==> src/verilog/sgc_cfg.svh <==
// Constants of the switchgear control block: codes and default widths.
// Assumes inclusion by bare name from the package and testbench files.
`ifndef SGC_CFG_SVH
`define SGC_CFG_SVH
// ==========================================================
// Position codes
`define SGC_POS_INDET 2'h0
`define SGC_POS_OPEN 2'h1
`define SGC_POS_CLOSED 2'h2
`define SGC_POS_DISTURB 2'h3
// ==========================================================
// Switching authority codes
`define SGC_AUTH_NONE 2'h0
`define SGC_AUTH_LOCAL 2'h1
`define SGC_AUTH_REMOTE 2'h2
`define SGC_AUTH_BOTH 2'h3
// ==========================================================
// Default sizes
`define SGC_CNT_W 24
`define SGC_TRIP_N 8
`define SGC_ILOCK_N 3
`endif

==> src/verilog/sgc_pkg.sv <==
// Types shared by the switchgear control modules.
// Assumes sgc_cfg.svh is on the include path.
`include "sgc_cfg.svh"
package sgc_pkg;
  // ==========================================================
  // Sequencer states and position code type
  typedef enum logic [2:0] {S_IDLE, S_SYNC, S_MOVE_C, S_MOVE_O, S_DWELL} sgc_state_t;
  typedef logic [1:0] sgc_pos_t;
endpackage

==> src/verilog/sgc_trip_if.sv <==
// Bundle between the command sequencer and the trip manager.
// Assumes both ends share clk_i and rst_n_i.
`timescale 1ns/1ps
interface sgc_trip_if #(parameter int NT = 8, parameter int CW = 24);
  logic [NT-1:0] trip_in;
  logic [NT-1:0] trip_assign;
  logic [CW-1:0] hold_cycles;
  logic latch_en;
  logic ack;
  logic release_in;
  logic trip_cmd;
  modport mgr (input trip_in, trip_assign, hold_cycles, latch_en, ack, release_in,
    output trip_cmd);
  modport ctl (output trip_in, trip_assign, hold_cycles, latch_en, ack, release_in,
    input trip_cmd);
endinterface

==> src/verilog/sgc_trip_mgr.sv <==
// Trip manager: ORs assigned protection trips, holds and latches the result.
// Assumes inputs synchronous to clk_i.
`timescale 1ns/1ps
module sgc_trip_mgr
  import sgc_pkg::*;
#(
  parameter int NT = `SGC_TRIP_N,
  parameter int CW = `SGC_CNT_W
) (
  // Clock and reset
  input wire logic clk_i,
  input wire logic rst_n_i,
  // Trip bundle
  sgc_trip_if.mgr tif
);
  // ==========================================================
  // Combining
  // Unassigned trips are masked, so they can never reach the breaker.
  wire logic any_trip = |(tif.trip_in & tif.trip_assign);
  wire logic none_assigned = ~|tif.trip_assign;
  wire logic latch_clr = ~any_trip &
    (tif.ack | tif.release_in | ~tif.latch_en | none_assigned);
  logic prev_r;
  logic latched_r;
  logic [CW-1:0] hold_r;
  wire logic trip_rise = any_trip & ~prev_r;

  // ==========================================================
  // Hold counter is loaded at the rising trip, so the minimum counts from the start.
  always_ff @(posedge clk_i or negedge rst_n_i) begin
    if (!rst_n_i) begin
      prev_r <= 1'b0;
      hold_r <= '0;
    end else begin
      prev_r <= any_trip;
      if (trip_rise) begin
        hold_r <= tif.hold_cycles;
      end else if (hold_r != '0) begin
        hold_r <= hold_r - 1'b1;
      end
    end
  end

  // Setting wins over clearing; the clear itself demands all assigned trips dropped.
  always_ff @(posedge clk_i or negedge rst_n_i) begin
    if (!rst_n_i) begin
      latched_r <= 1'b0;
    end else if (any_trip && tif.latch_en) begin
      latched_r <= 1'b1;
    end else if (latch_clr) begin
      latched_r <= 1'b0;
    end
  end

  assign tif.trip_cmd = any_trip | (hold_r != '0) | latched_r;
endmodule

==> src/verilog/sgc_ctrl.sv <==
// Switchgear control top: single-contact position supervision, command
// sources, authority, interlocks, synchronism gate and trip manager.
// Assumes all inputs synchronous to clk_i; times arrive as clock counts.
//
// How it works
// - Close command starts move timer, shows indeterminate.
// - Close contact before expiry: closed, success.
// - Close move expiry unconfirmed gives disturbed.
// - Dwell after close move, then closed.
// - No contact assigned reports code three.
// - Open command timed; open contact gives success.
// - Open move expiry unconfirmed gives disturbed.
// - Dwell after open move, then open.
// - Three interlocks per direction block commands.
// - Protection open and reclose bypass interlocks.
// - Assigned protection trips are ORed together.
// - Only trip manager output trips the breaker.
// - Trip held minimum time, latch selectable.
// - Latched trip stays until acknowledged, released, latch disabled or no trip assigned.
// - Latch clears after trips drop plus release.
// - External close and open; open wins.
// - External close on edge, open on level.
// - Supervisory commands need remote authority.
// - Synchronism must come within supervision time.
// - Unassigned synchronism counts as always granted.
// - Authority none blocks switching, not trips or reclose.
// - Authority selects panel or remote sources.
// - Position code: 0 indet, 1 open, 2 closed, 3 disturbed.
// - Command pulse ends at move time or position.
`timescale 1ns/1ps
module sgc_ctrl
  import sgc_pkg::*;
#(
  parameter int CW = `SGC_CNT_W,
  parameter int NT = `SGC_TRIP_N,
  parameter int NI = `SGC_ILOCK_N
) (
  // Clock and reset
  input wire logic clk_i,
  input wire logic rst_n_i,
  // Auxiliary contacts and their assignment
  input wire logic aux_close_i,
  input wire logic aux_open_i,
  input wire logic aux_close_wired_i,
  input wire logic aux_open_wired_i,
  // Timing configuration in clock cycles
  input wire logic [CW-1:0] move_close_cycles_i,
  input wire logic [CW-1:0] move_open_cycles_i,
  input wire logic [CW-1:0] dwell_cycles_i,
  input wire logic [CW-1:0] phase_match_timeout_i,
  input wire logic [CW-1:0] trip_hold_cycles_i,
  // Command sources
  input wire logic [1:0] authority_i,
  input wire logic panel_close_i,
  input wire logic panel_open_i,
  input wire logic scada_close_i,
  input wire logic scada_open_i,
  input wire logic internal_close_i,
  input wire logic internal_open_i,
  input wire logic external_close_input_i,
  input wire logic external_open_input_i,
  input wire logic auto_reclose_unit_close_i,
  // Interlocks and synchronism
  input wire logic [NI-1:0] close_ilock_i,
  input wire logic [NI-1:0] open_ilock_i,
  input wire logic prot_open_block_i,
  input wire logic phase_match_assigned_i,
  input wire logic phase_match_release_i,
  // Trip manager
  input wire logic [NT-1:0] prot_trip_i,
  input wire logic [NT-1:0] prot_trip_assign_i,
  input wire logic trip_latch_en_i,
  input wire logic trip_ack_i,
  input wire logic trip_release_input_i,
  // Breaker command relays
  output logic close_cmd_o,
  output logic open_cmd_o,
  output logic trip_cmd_o,
  // Position and result
  output sgc_pos_t pos_o,
  output logic pos_closed_o,
  output logic pos_open_o,
  output logic pos_indeterm_o,
  output logic pos_disturb_o,
  output logic command_success_o,
  output logic cmd_refused_o
);
  // ==========================================================
  // Parameter check
  if (CW < 2 || NT < 1 || NI < 1) begin : g_bad_param
    $error("sgc_ctrl: CW must be at least 2, NT and NI at least 1.");
  end

  // ==========================================================
  // Trip manager
  sgc_trip_if #(.NT(NT), .CW(CW)) tif ();
  assign tif.trip_in = prot_trip_i;
  assign tif.trip_assign = prot_trip_assign_i;
  assign tif.hold_cycles = trip_hold_cycles_i;
  assign tif.latch_en = trip_latch_en_i;
  assign tif.ack = trip_ack_i;
  assign tif.release_in = trip_release_input_i;

  sgc_trip_mgr #(.NT(NT), .CW(CW)) u_trip (
    .clk_i(clk_i),
    .rst_n_i(rst_n_i),
    .tif(tif)
  );

  // ==========================================================
  // State
  sgc_state_t st_r, st_nxt;
  logic [CW-1:0] cnt_r, cnt_nxt;
  sgc_pos_t idle_pos_r, idle_pos_nxt;
  logic dwell_close_r, dwell_close_nxt;
  logic succ_nxt, refuse_nxt;
  logic ext_close_q_r;
  logic aux_q_r;
  logic seen_r;

  // ==========================================================
  // Source selection
  // Authority never gates the trip path or the reclose unit.
  wire logic auth_local = (authority_i == `SGC_AUTH_LOCAL) ||
    (authority_i == `SGC_AUTH_BOTH);
  wire logic auth_remote = (authority_i == `SGC_AUTH_REMOTE) ||
    (authority_i == `SGC_AUTH_BOTH);
  wire logic ext_close_edge = external_close_input_i & ~ext_close_q_r;
  wire logic req_close = (panel_close_i & auth_local) |
    ((scada_close_i | internal_close_i | ext_close_edge) & auth_remote);
  wire logic req_open = (panel_open_i & auth_local) |
    ((scada_open_i | internal_open_i | external_open_input_i) & auth_remote);
  wire logic close_locked = |close_ilock_i;
  wire logic open_locked = |open_ilock_i;
  wire logic trip_eff = tif.trip_cmd & ~prot_open_block_i;
  wire logic do_open = (req_open & ~open_locked) | trip_eff;
  wire logic do_close = ((req_close & ~close_locked) | auto_reclose_unit_close_i) &
    ~do_open;
  wire logic sync_ok = ~phase_match_assigned_i | phase_match_release_i;

  // ==========================================================
  // Contact decoding
  // With both contacts assigned the close contact is the one supervised.
  wire logic close_mode = aux_close_wired_i;
  wire logic open_mode = aux_open_wired_i & ~aux_close_wired_i;
  wire logic unwired = ~aux_close_wired_i & ~aux_open_wired_i;
  wire logic aux_now = close_mode ? aux_close_i : aux_open_i;
  wire sgc_pos_t contact_pos = close_mode ?
    (aux_close_i ? `SGC_POS_CLOSED : `SGC_POS_OPEN) :
    (aux_open_i ? `SGC_POS_OPEN : `SGC_POS_CLOSED);
  wire logic conf_close = close_mode & aux_close_i;
  wire logic conf_open = open_mode & aux_open_i;
  wire logic expired = (cnt_r <= CW'(1));
  wire logic dwell_set = (dwell_cycles_i != '0);

  // ==========================================================
  // Sequencer
  // A new command is taken only from idle, a trip also from sync or close move, so commands never overlap.
  always_comb begin
    st_nxt = st_r;
    cnt_nxt = (cnt_r != '0) ? cnt_r - 1'b1 : cnt_r;
    idle_pos_nxt = idle_pos_r;
    dwell_close_nxt = dwell_close_r;
    succ_nxt = 1'b0;
    refuse_nxt = 1'b0;
    unique case (st_r)
      S_IDLE: begin
        if (!seen_r || aux_now != aux_q_r) begin
          idle_pos_nxt = contact_pos;
        end
        if (do_open) begin
          st_nxt = S_MOVE_O;
          cnt_nxt = move_open_cycles_i;
        end else if (do_close && !sync_ok) begin
          st_nxt = S_SYNC;
          cnt_nxt = phase_match_timeout_i;
        end else if (do_close) begin
          st_nxt = S_MOVE_C;
          cnt_nxt = move_close_cycles_i;
        end
      end
      S_SYNC: begin
        if (trip_eff) begin
          st_nxt = S_MOVE_O;
          cnt_nxt = move_open_cycles_i;
        end else if (sync_ok) begin
          st_nxt = S_MOVE_C;
          cnt_nxt = move_close_cycles_i;
        end else if (expired) begin
          st_nxt = S_IDLE;
          refuse_nxt = 1'b1;
        end
      end
      S_MOVE_C: begin
        if (trip_eff) begin
          st_nxt = S_MOVE_O;
          cnt_nxt = move_open_cycles_i;
        end else if (conf_close) begin
          st_nxt = S_IDLE;
          idle_pos_nxt = `SGC_POS_CLOSED;
          succ_nxt = 1'b1;
        end else if (expired && dwell_set) begin
          st_nxt = S_DWELL;
          cnt_nxt = dwell_cycles_i;
          dwell_close_nxt = 1'b1;
        end else if (expired) begin
          st_nxt = S_IDLE;
          idle_pos_nxt = close_mode ? `SGC_POS_DISTURB : contact_pos;
        end
      end
      S_MOVE_O: begin
        if (conf_open) begin
          st_nxt = S_IDLE;
          idle_pos_nxt = `SGC_POS_OPEN;
          succ_nxt = 1'b1;
        end else if (expired && dwell_set) begin
          st_nxt = S_DWELL;
          cnt_nxt = dwell_cycles_i;
          dwell_close_nxt = 1'b0;
        end else if (expired) begin
          st_nxt = S_IDLE;
          idle_pos_nxt = open_mode ? `SGC_POS_DISTURB : contact_pos;
        end
      end
      S_DWELL: begin
        if (expired) begin
          st_nxt = S_IDLE;
          idle_pos_nxt = dwell_close_r ? `SGC_POS_CLOSED : `SGC_POS_OPEN;
        end
      end
    endcase
  end

  // Shown position follows the next state so flags and state line up.
  wire logic moving_nxt = (st_nxt == S_MOVE_C) || (st_nxt == S_MOVE_O) ||
    (st_nxt == S_DWELL);
  wire sgc_pos_t pos_nxt = unwired ? `SGC_POS_DISTURB :
    (moving_nxt ? `SGC_POS_INDET : idle_pos_nxt);

  // ==========================================================
  // Sequencer registers
  always_ff @(posedge clk_i or negedge rst_n_i) begin
    if (!rst_n_i) begin
      st_r <= S_IDLE;
      cnt_r <= '0;
      idle_pos_r <= `SGC_POS_INDET;
      dwell_close_r <= 1'b0;
    end else begin
      st_r <= st_nxt;
      cnt_r <= cnt_nxt;
      idle_pos_r <= idle_pos_nxt;
      dwell_close_r <= dwell_close_nxt;
    end
  end

  // Edge history; the first idle cycle loads the position from the contact.
  always_ff @(posedge clk_i or negedge rst_n_i) begin
    if (!rst_n_i) begin
      ext_close_q_r <= 1'b0;
      aux_q_r <= 1'b0;
      seen_r <= 1'b0;
    end else begin
      ext_close_q_r <= external_close_input_i;
      aux_q_r <= aux_now;
      seen_r <= 1'b1;
    end
  end

  // ==========================================================
  // Output registers
  // The open relay also carries the trip so a blocked sequencer cannot hold it.
  always_ff @(posedge clk_i or negedge rst_n_i) begin
    if (!rst_n_i) begin
      close_cmd_o <= 1'b0;
      open_cmd_o <= 1'b0;
      trip_cmd_o <= 1'b0;
      pos_o <= `SGC_POS_INDET;
      command_success_o <= 1'b0;
      cmd_refused_o <= 1'b0;
    end else begin
      close_cmd_o <= (st_nxt == S_MOVE_C);
      open_cmd_o <= (st_nxt == S_MOVE_O) | trip_eff;
      trip_cmd_o <= trip_eff;
      pos_o <= pos_nxt;
      command_success_o <= succ_nxt;
      cmd_refused_o <= refuse_nxt;
    end
  end

  assign pos_indeterm_o = (pos_o == `SGC_POS_INDET);
  assign pos_open_o = (pos_o == `SGC_POS_OPEN);
  assign pos_closed_o = (pos_o == `SGC_POS_CLOSED);
  assign pos_disturb_o = (pos_o == `SGC_POS_DISTURB);
endmodule

==> config.mk <==
export PLATFORM = sky130hd
export DESIGN_NAME = sgc_ctrl
export DESIGN_NICKNAME = d
export VERILOG_FILES = /design/src/verilog/sgc_pkg.sv /design/src/verilog/sgc_trip_if.sv /design/src/verilog/sgc_trip_mgr.sv /design/src/verilog/sgc_ctrl.sv
export VERILOG_INCLUDE_DIRS = /design/src /design/src/verilog
export SDC_FILE = /design/constraint.sdc
export NUM_CORES = 1
export LEC_CHECK = 0
export ABC_AREA = 1
export BUFFER_PORTS_ARGS = -buffer_cell sky130_fd_sc_hd__clkbuf_2
export CORE_MARGIN = 2
export CORE_UTILIZATION = 45
export DETAILED_ROUTE_END_ITERATION = 8
export GPL_ROUTABILITY_DRIVEN = 0
export PLACE_DENSITY = 0.81
export SYNTH_ARGS = -nofsm -noshare
export SYNTH_HDL_FRONTEND = slang
export SYNTH_SLANG_ARGS = --single-unit
==> constraint.sdc <==
create_clock -name clk_i -period 4.6 [get_ports clk_i]
set_clock_uncertainty 0.05 [all_clocks]
set_input_delay 1.15 -clock clk_i [delete_from_list [all_inputs] [get_ports clk_i]]
set_output_delay 1.15 -clock clk_i [all_outputs]
set_load 0.03 [all_outputs]
Yosys cells after proc, flatten, opt, wreduce, memory -nomap -nowiden:

Cells that the tools add are included.

* register bits after elaboration: 66
* output and inout bits: 11
* word-level logic and storage cells: 163

* add/subtract/negate cells: 2
* order comparisons: 1
* equality and inequality tests: 19
* multiplexer cells: 59
* bitwise logic cells: 42
* reduce and logical (&&, ||, !) cells: 24

Operator list (count)
* $mux 24: 12
* $pmux 24 s4: 1
* $reduce_bool 24->1: 3
* $sub 24x1->24 const B: 2
* $mux 2: 17
* $mux 3: 10
* $le 24x1->1 const B: 1
* $reduce_or 8->1: 2
* $and 1x1->1: 15
* $mux 1: 15
* $or 1x1->1: 15
* $pmux 3 s5: 1
* $eq 3x2->1 const B: 4
* $not 1->1: 11
* $ne 2x2->1 const B: 5
* $and 8x8->8: 1
* $eq 2x2->1 const B: 4
* $pmux 2 s4: 1
* $eq 3x3->1 const B: 2
* $reduce_and 6->1: 1
* $reduce_bool 2->1: 3
* $reduce_or 3->1: 2
* $logic_or 1x1->1: 5
* $eq 2x1->1 const B: 2
* other kinds (7): 12

Longest topological paths before layout:

* word-level depth: 17
* depth in mapped cells: 17
* mapped depth without buffers: 17

By module:

A second synthesis with hierarchy kept.

* cell total of the unflattened synthesis: 1422
* area total of the unflattened synthesis: 7897.6 um2

Modules (own cells, without submodules)
* sgc_ctrl: instances 1, cells an instance 1118, area an instance 5916.9 um2
* sgc_trip_mgr: instances 1, cells an instance 304, area an instance 1980.6 um2

Worst setup path after synthesis:

Ideal clock, no wire load.

* kind: input-to-reg
* start point: input phase_match_assigned_i
* end point: register cnt_r[7]
* setup time: 0.133 ns
* arrival time: 2.477 ns
* data required time: 4.417 ns
* setup slack: 1.940 ns
* stages: 9
* path buffers: 2
* cell sequence: inv_1 > nor2_1 > inv_1 > clkbuf_1 > clkbuf_1 > nand2_1 > o21ai_0 > o21ai_0 > nand4_1

* word-level cells in the longest chain between the ends: 7
* elaborated cells between the ends (all ways): 9
* classes of those cells: mux: 5; bitwise: 2; reduce/logical: 2

Ends and longest elaborated chain
* from (decl): line sgc_ctrl.sv:67 `input wire logic phase_match_assigned_i,`
* $not 1->1 *: line sgc_ctrl.sv:139 `wire logic sync_ok = ~phase_match_assigned_i | phase_match_release_i;`
* $or 1x1->1 *: line sgc_ctrl.sv:139
* $logic_not 1->1: line sgc_ctrl.sv:174 `end else if (do_close && !sync_ok) begin`
* $logic_and 1x1->1: line sgc_ctrl.sv:174
* $mux 24: line sgc_ctrl.sv:174
* $mux 24: line sgc_ctrl.sv:171 `if (do_open) begin`
* $pmux 24 s4 *: line sgc_ctrl.sv:166 `unique case (st_r)`
* via cnt_nxt[7]: line sgc_ctrl.sv:113 `logic [CW-1:0] cnt_r, cnt_nxt;`
* to (signal assigned): line sgc_ctrl.sv:250 `cnt_r <= cnt_nxt;`
* to (decl): line sgc_ctrl.sv:113

The timed path passes the listed nets; every way through them passes the cells marked *.
A chain may end at the register's enable or synchronous reset.

Worst setup path after layout:

* start point: register cnt_r[0]
* end point: register cnt_r[1]

* word-level cells in the longest chain between the ends: 6
* elaborated cells between the ends (all ways): 15
* classes of those cells: add/sub: 1; order compare: 1; mux: 11; reduce/logical: 2

Ends and longest elaborated chain
* $sub 24x1->24 (tied with other cells): line sgc_ctrl.sv:161 `cnt_nxt = (cnt_r != '0) ? cnt_r - 1'b1 : cnt_r;`
* $mux 24 / $logic_and 1x1->1 (equally long branches): line sgc_ctrl.sv:161, sgc_ctrl.sv:202, sgc_ctrl.sv:216
* $mux 24 (on tied branches): line sgc_ctrl.sv:202, sgc_ctrl.sv:216, sgc_ctrl.sv:177
* $mux 24 (on tied branches): line sgc_ctrl.sv:198, sgc_ctrl.sv:174
* $mux 24 (on tied branches): line sgc_ctrl.sv:195, sgc_ctrl.sv:171
* $pmux 24 s4 *: line sgc_ctrl.sv:166
* via cnt_nxt[1]: line sgc_ctrl.sv:113

Marks and branches as above.

==> reports/metrics.cfg <==
[routing]
avgViaCountPerCell=5.62
detail-route-antenna-nets=0
drc=0
wl_met2_mm=11.2
first_iter_violations=1074
wl_per_cell_um=15.7
route.top_layer_used=met4
routed_wirelength_mm=25.6
met3_length_mm=3.47
vias=9181
first_pass_iters=6
drt-met1-wl_mm=9.75

[synthesis]
synth-simple-area-share=0.443
avgSynthCellArea_sq_um=5.69
ys_ff_latch=66
synth_edf_count=0
synth_compound_area_frac=0.176
yosysSeqAreaShare=0.230
postSynthCellCount=1260
synthAdderAreaFrac=0.00698
synth_ff_type=dfrtp_1
yosysWarnings=0
synth_top_family_by_area=simple AND/OR/NAND/NOR gates
async_flop_share=1.00
synth_cell_type_count=42
synth_area_sq_um=7170
synth-xor-area-share=0.0232
synthMuxAreaShare=0.00140
syn_nets=1429

[worst_setup_path]
cp_max_fo=26
critPathCaptureType=register
startpoint_type=register
path_class=register to register
crit_required_ps=4750
timing.rr.start=cnt_r[0]$_DFF_PN0_
critPathLaunch=cnt_r[0]$_DFF_PN0_
arrival_ps=3610

[layout]
seq_area_sq_um=1650
layout.nets=1581
syn2layout_area_growth_pct=18.6
fin_cells=1633
multi_input_area_sq_um=4680
nFillCells=1571
final_layout_size_suffix_gt1_frac=0.174
diodes=0

[floorplan]
dieWidth_um=130
die_height_um=130
die_area_sq_um=17000
initial_core_util=0.457
fp.coreArea_sq_um=15700
core.rowCount=46
ios=176

[clocking]
cts_tree=yes
cts_max_level=3
cts_hold_buf=0
cts.clk_slew.worst_paths_ps=60
insertion_delay_ps=350
post-cts-setup-buffer-count=0
numCtsBuffers=9
post_cts_resized=0
clk_path_buf_depth=2
clock-sinks=66
cts_root_buf=clkbuf_16

[placement]
place_hpwl_mm=19.0
dp.cells=1617
io_buffers=175

[global_routing]
antenna_found_initial=0
grt_max_degree=51
grt_pass1_wl_mm=40.0
grt_overflow=0
grt_util_all_layers=0.302
grt_pass1_vias=8164

[timing]
fin_tns_setup_ps=0
grt_setup_unrepaired=false
slew_headroom=0.293
setup_viol=0
finalHoldViolCount=0
tightest_slew_ps=1060
period_share=0.752
period_minus_slack_ps=3460
drv_slew=0
fmax_mhz=289

[power_and_ir_drop]
power_leakage_nw=4.40
ir_worst_vdd_v=0.000212
power_density_nw_per_um2=504

[worst_hold_path]
min_from=dwell_close_r$_DFFE_PN0P_
hold_path_class=register to register

[outcome]
outcome=completed

[run]
maxCapViolations=0

==> final cells by class <==
type / count / share of cell area
clock buffer: 10 / 0.0269
clock inverter: 6 / 0.00794
inverter: 165 / 0.0731
multi-input combinational: 980 / 0.550
sequential: 66 / 0.194
tap: 216 / 0.0318
timing repair buffer: 190 / 0.116
==> sequential cells by signal, indices dropped and copies added (netlist names) <==
name               cells
pos_o                  2
command_success_o      1
u_trip.hold_r         24
cmd_refused_o          1
open_cmd_o             1
ext_close_q_r          1
u_trip.latched_r       1
seen_r                 1
idle_pos_r             2
st_r                   3
cnt_r                 24
aux_q_r                1
close_cmd_o            1
u_trip.prev_r          1
trip_cmd_o             1
dwell_close_r          1
==> final timing paths <==
path / to / slack [ps] / depth (start not counted)
hold / removal: dwell_close_r$_DFFE_PN0P_ / 450 / 2
setup reg to reg: cnt_r[1]$_DFF_PN0_ / 1140 / 11
setup / recovery: cnt_r[1]$_DFF_PN0_ / 1140 / 11
min in group asynchronous: u_trip.hold_r[6]$_DFFE_PN0P_ / 940 / 1
max in group asynchronous: cnt_r[11]$_DFF_PN0_ / 2660 / 2
hold reg to reg: dwell_close_r$_DFFE_PN0P_ / 450 / 2
==> Yosys cell counts, types with 4 or more instances <==
master / instances / area [sq um]
a21oi_1: 71 / 355
a31oi_1: 14 / 87.6
buf_2: 15 / 75.1
buf_4: 5 / 37.5
clkbuf_1: 27 / 101
dfrtp_1: 66 / 1650
ha_1: 4 / 50.1
inv_1: 161 / 604
nand2_1: 364 / 1370
nand3_1: 120 / 601
nand4_1: 33 / 206
nor2_1: 160 / 601
nor2_2: 12 / 75.1
nor2_4: 6 / 67.6
nor3_1: 10 / 50.1
nor4_1: 5 / 31.3
o211ai_1: 34 / 255
o21ai_0: 76 / 380
o21ai_1: 13 / 65.1
o31ai_1: 5 / 37.5
or2_2: 11 / 68.8
xnor2_1: 6 / 52.6
xor2_1: 13 / 114
==> stage by stage <==
step                area, sq um  worst slack (ps)  hold slack, ps  power, mW  utilization
floorplan                  7170              1940             405       2.79            -
global placement           8210              1110             424       3.43        0.522
finish                     8510              1140             450       4.28        0.541
global route               8510               915             494       4.61        0.541
CTS                        8510              1280             451       4.18        0.541
detailed placement         8210              1050             436       3.47        0.522
==> critical path: stages (launching register included) <==
cell and delay (ps):
dfrtp_1 440, inv_1 190, ha_1 350, nand2_1 230, nor2_1 180, nand3_2 440
o21ai_0 810, inv_1 170, o211ai_1 230, nand2_1 80, inv_1 50, nand4_1 110
==> cells by family (layout without fill, tap and decap cells) <==
logic type               after synthesis  count (layout)
AO/OA/AOI/OAI                        222             222
multiplexers                           1               1
XOR/XNOR                              19              19
buffers and inverters                214             371
AND/OR/NAND/NOR                      733             733
adder cells (fa/ha/maj)                4               4
other                                  1               1
flip-flops                            66              66
==> routing by layer <==
layer,vias to the layer above,track usage
li1,4398,-
met1,4006,0.394
met2,654,0.468
met3,123,0.0738
met4,0,0.149
met5,-,0
==> placed cells by master, fill, tap and decap left out, types with 6 or more instances in the layout <==
cell and instances:
nor2_2 11, or2_2 11, nor2_1 160, nand2_1 364
clkbuf_16 9, dfrtp_1 66, a21oi_1 71, nand3_1 120
clkbuf_2 174, a31oi_1 14, nand4_1 33, xnor2_1 6
buf_4 15, nor2_4 7, o21ai_0 76, nor3_1 10
xor2_1 13, o21ai_1 13, o211ai_1 34, inv_1 161
==> where the power goes <==
| group | switching [mW] | internal (mW) |
|---|---|---|
| Combinational | 1.67 | 0.825 |
| Sequential | 0.266 | 0.822 |
| Clock | 0.275 | 0.420 |
Power figures use the tool's default switching activity.
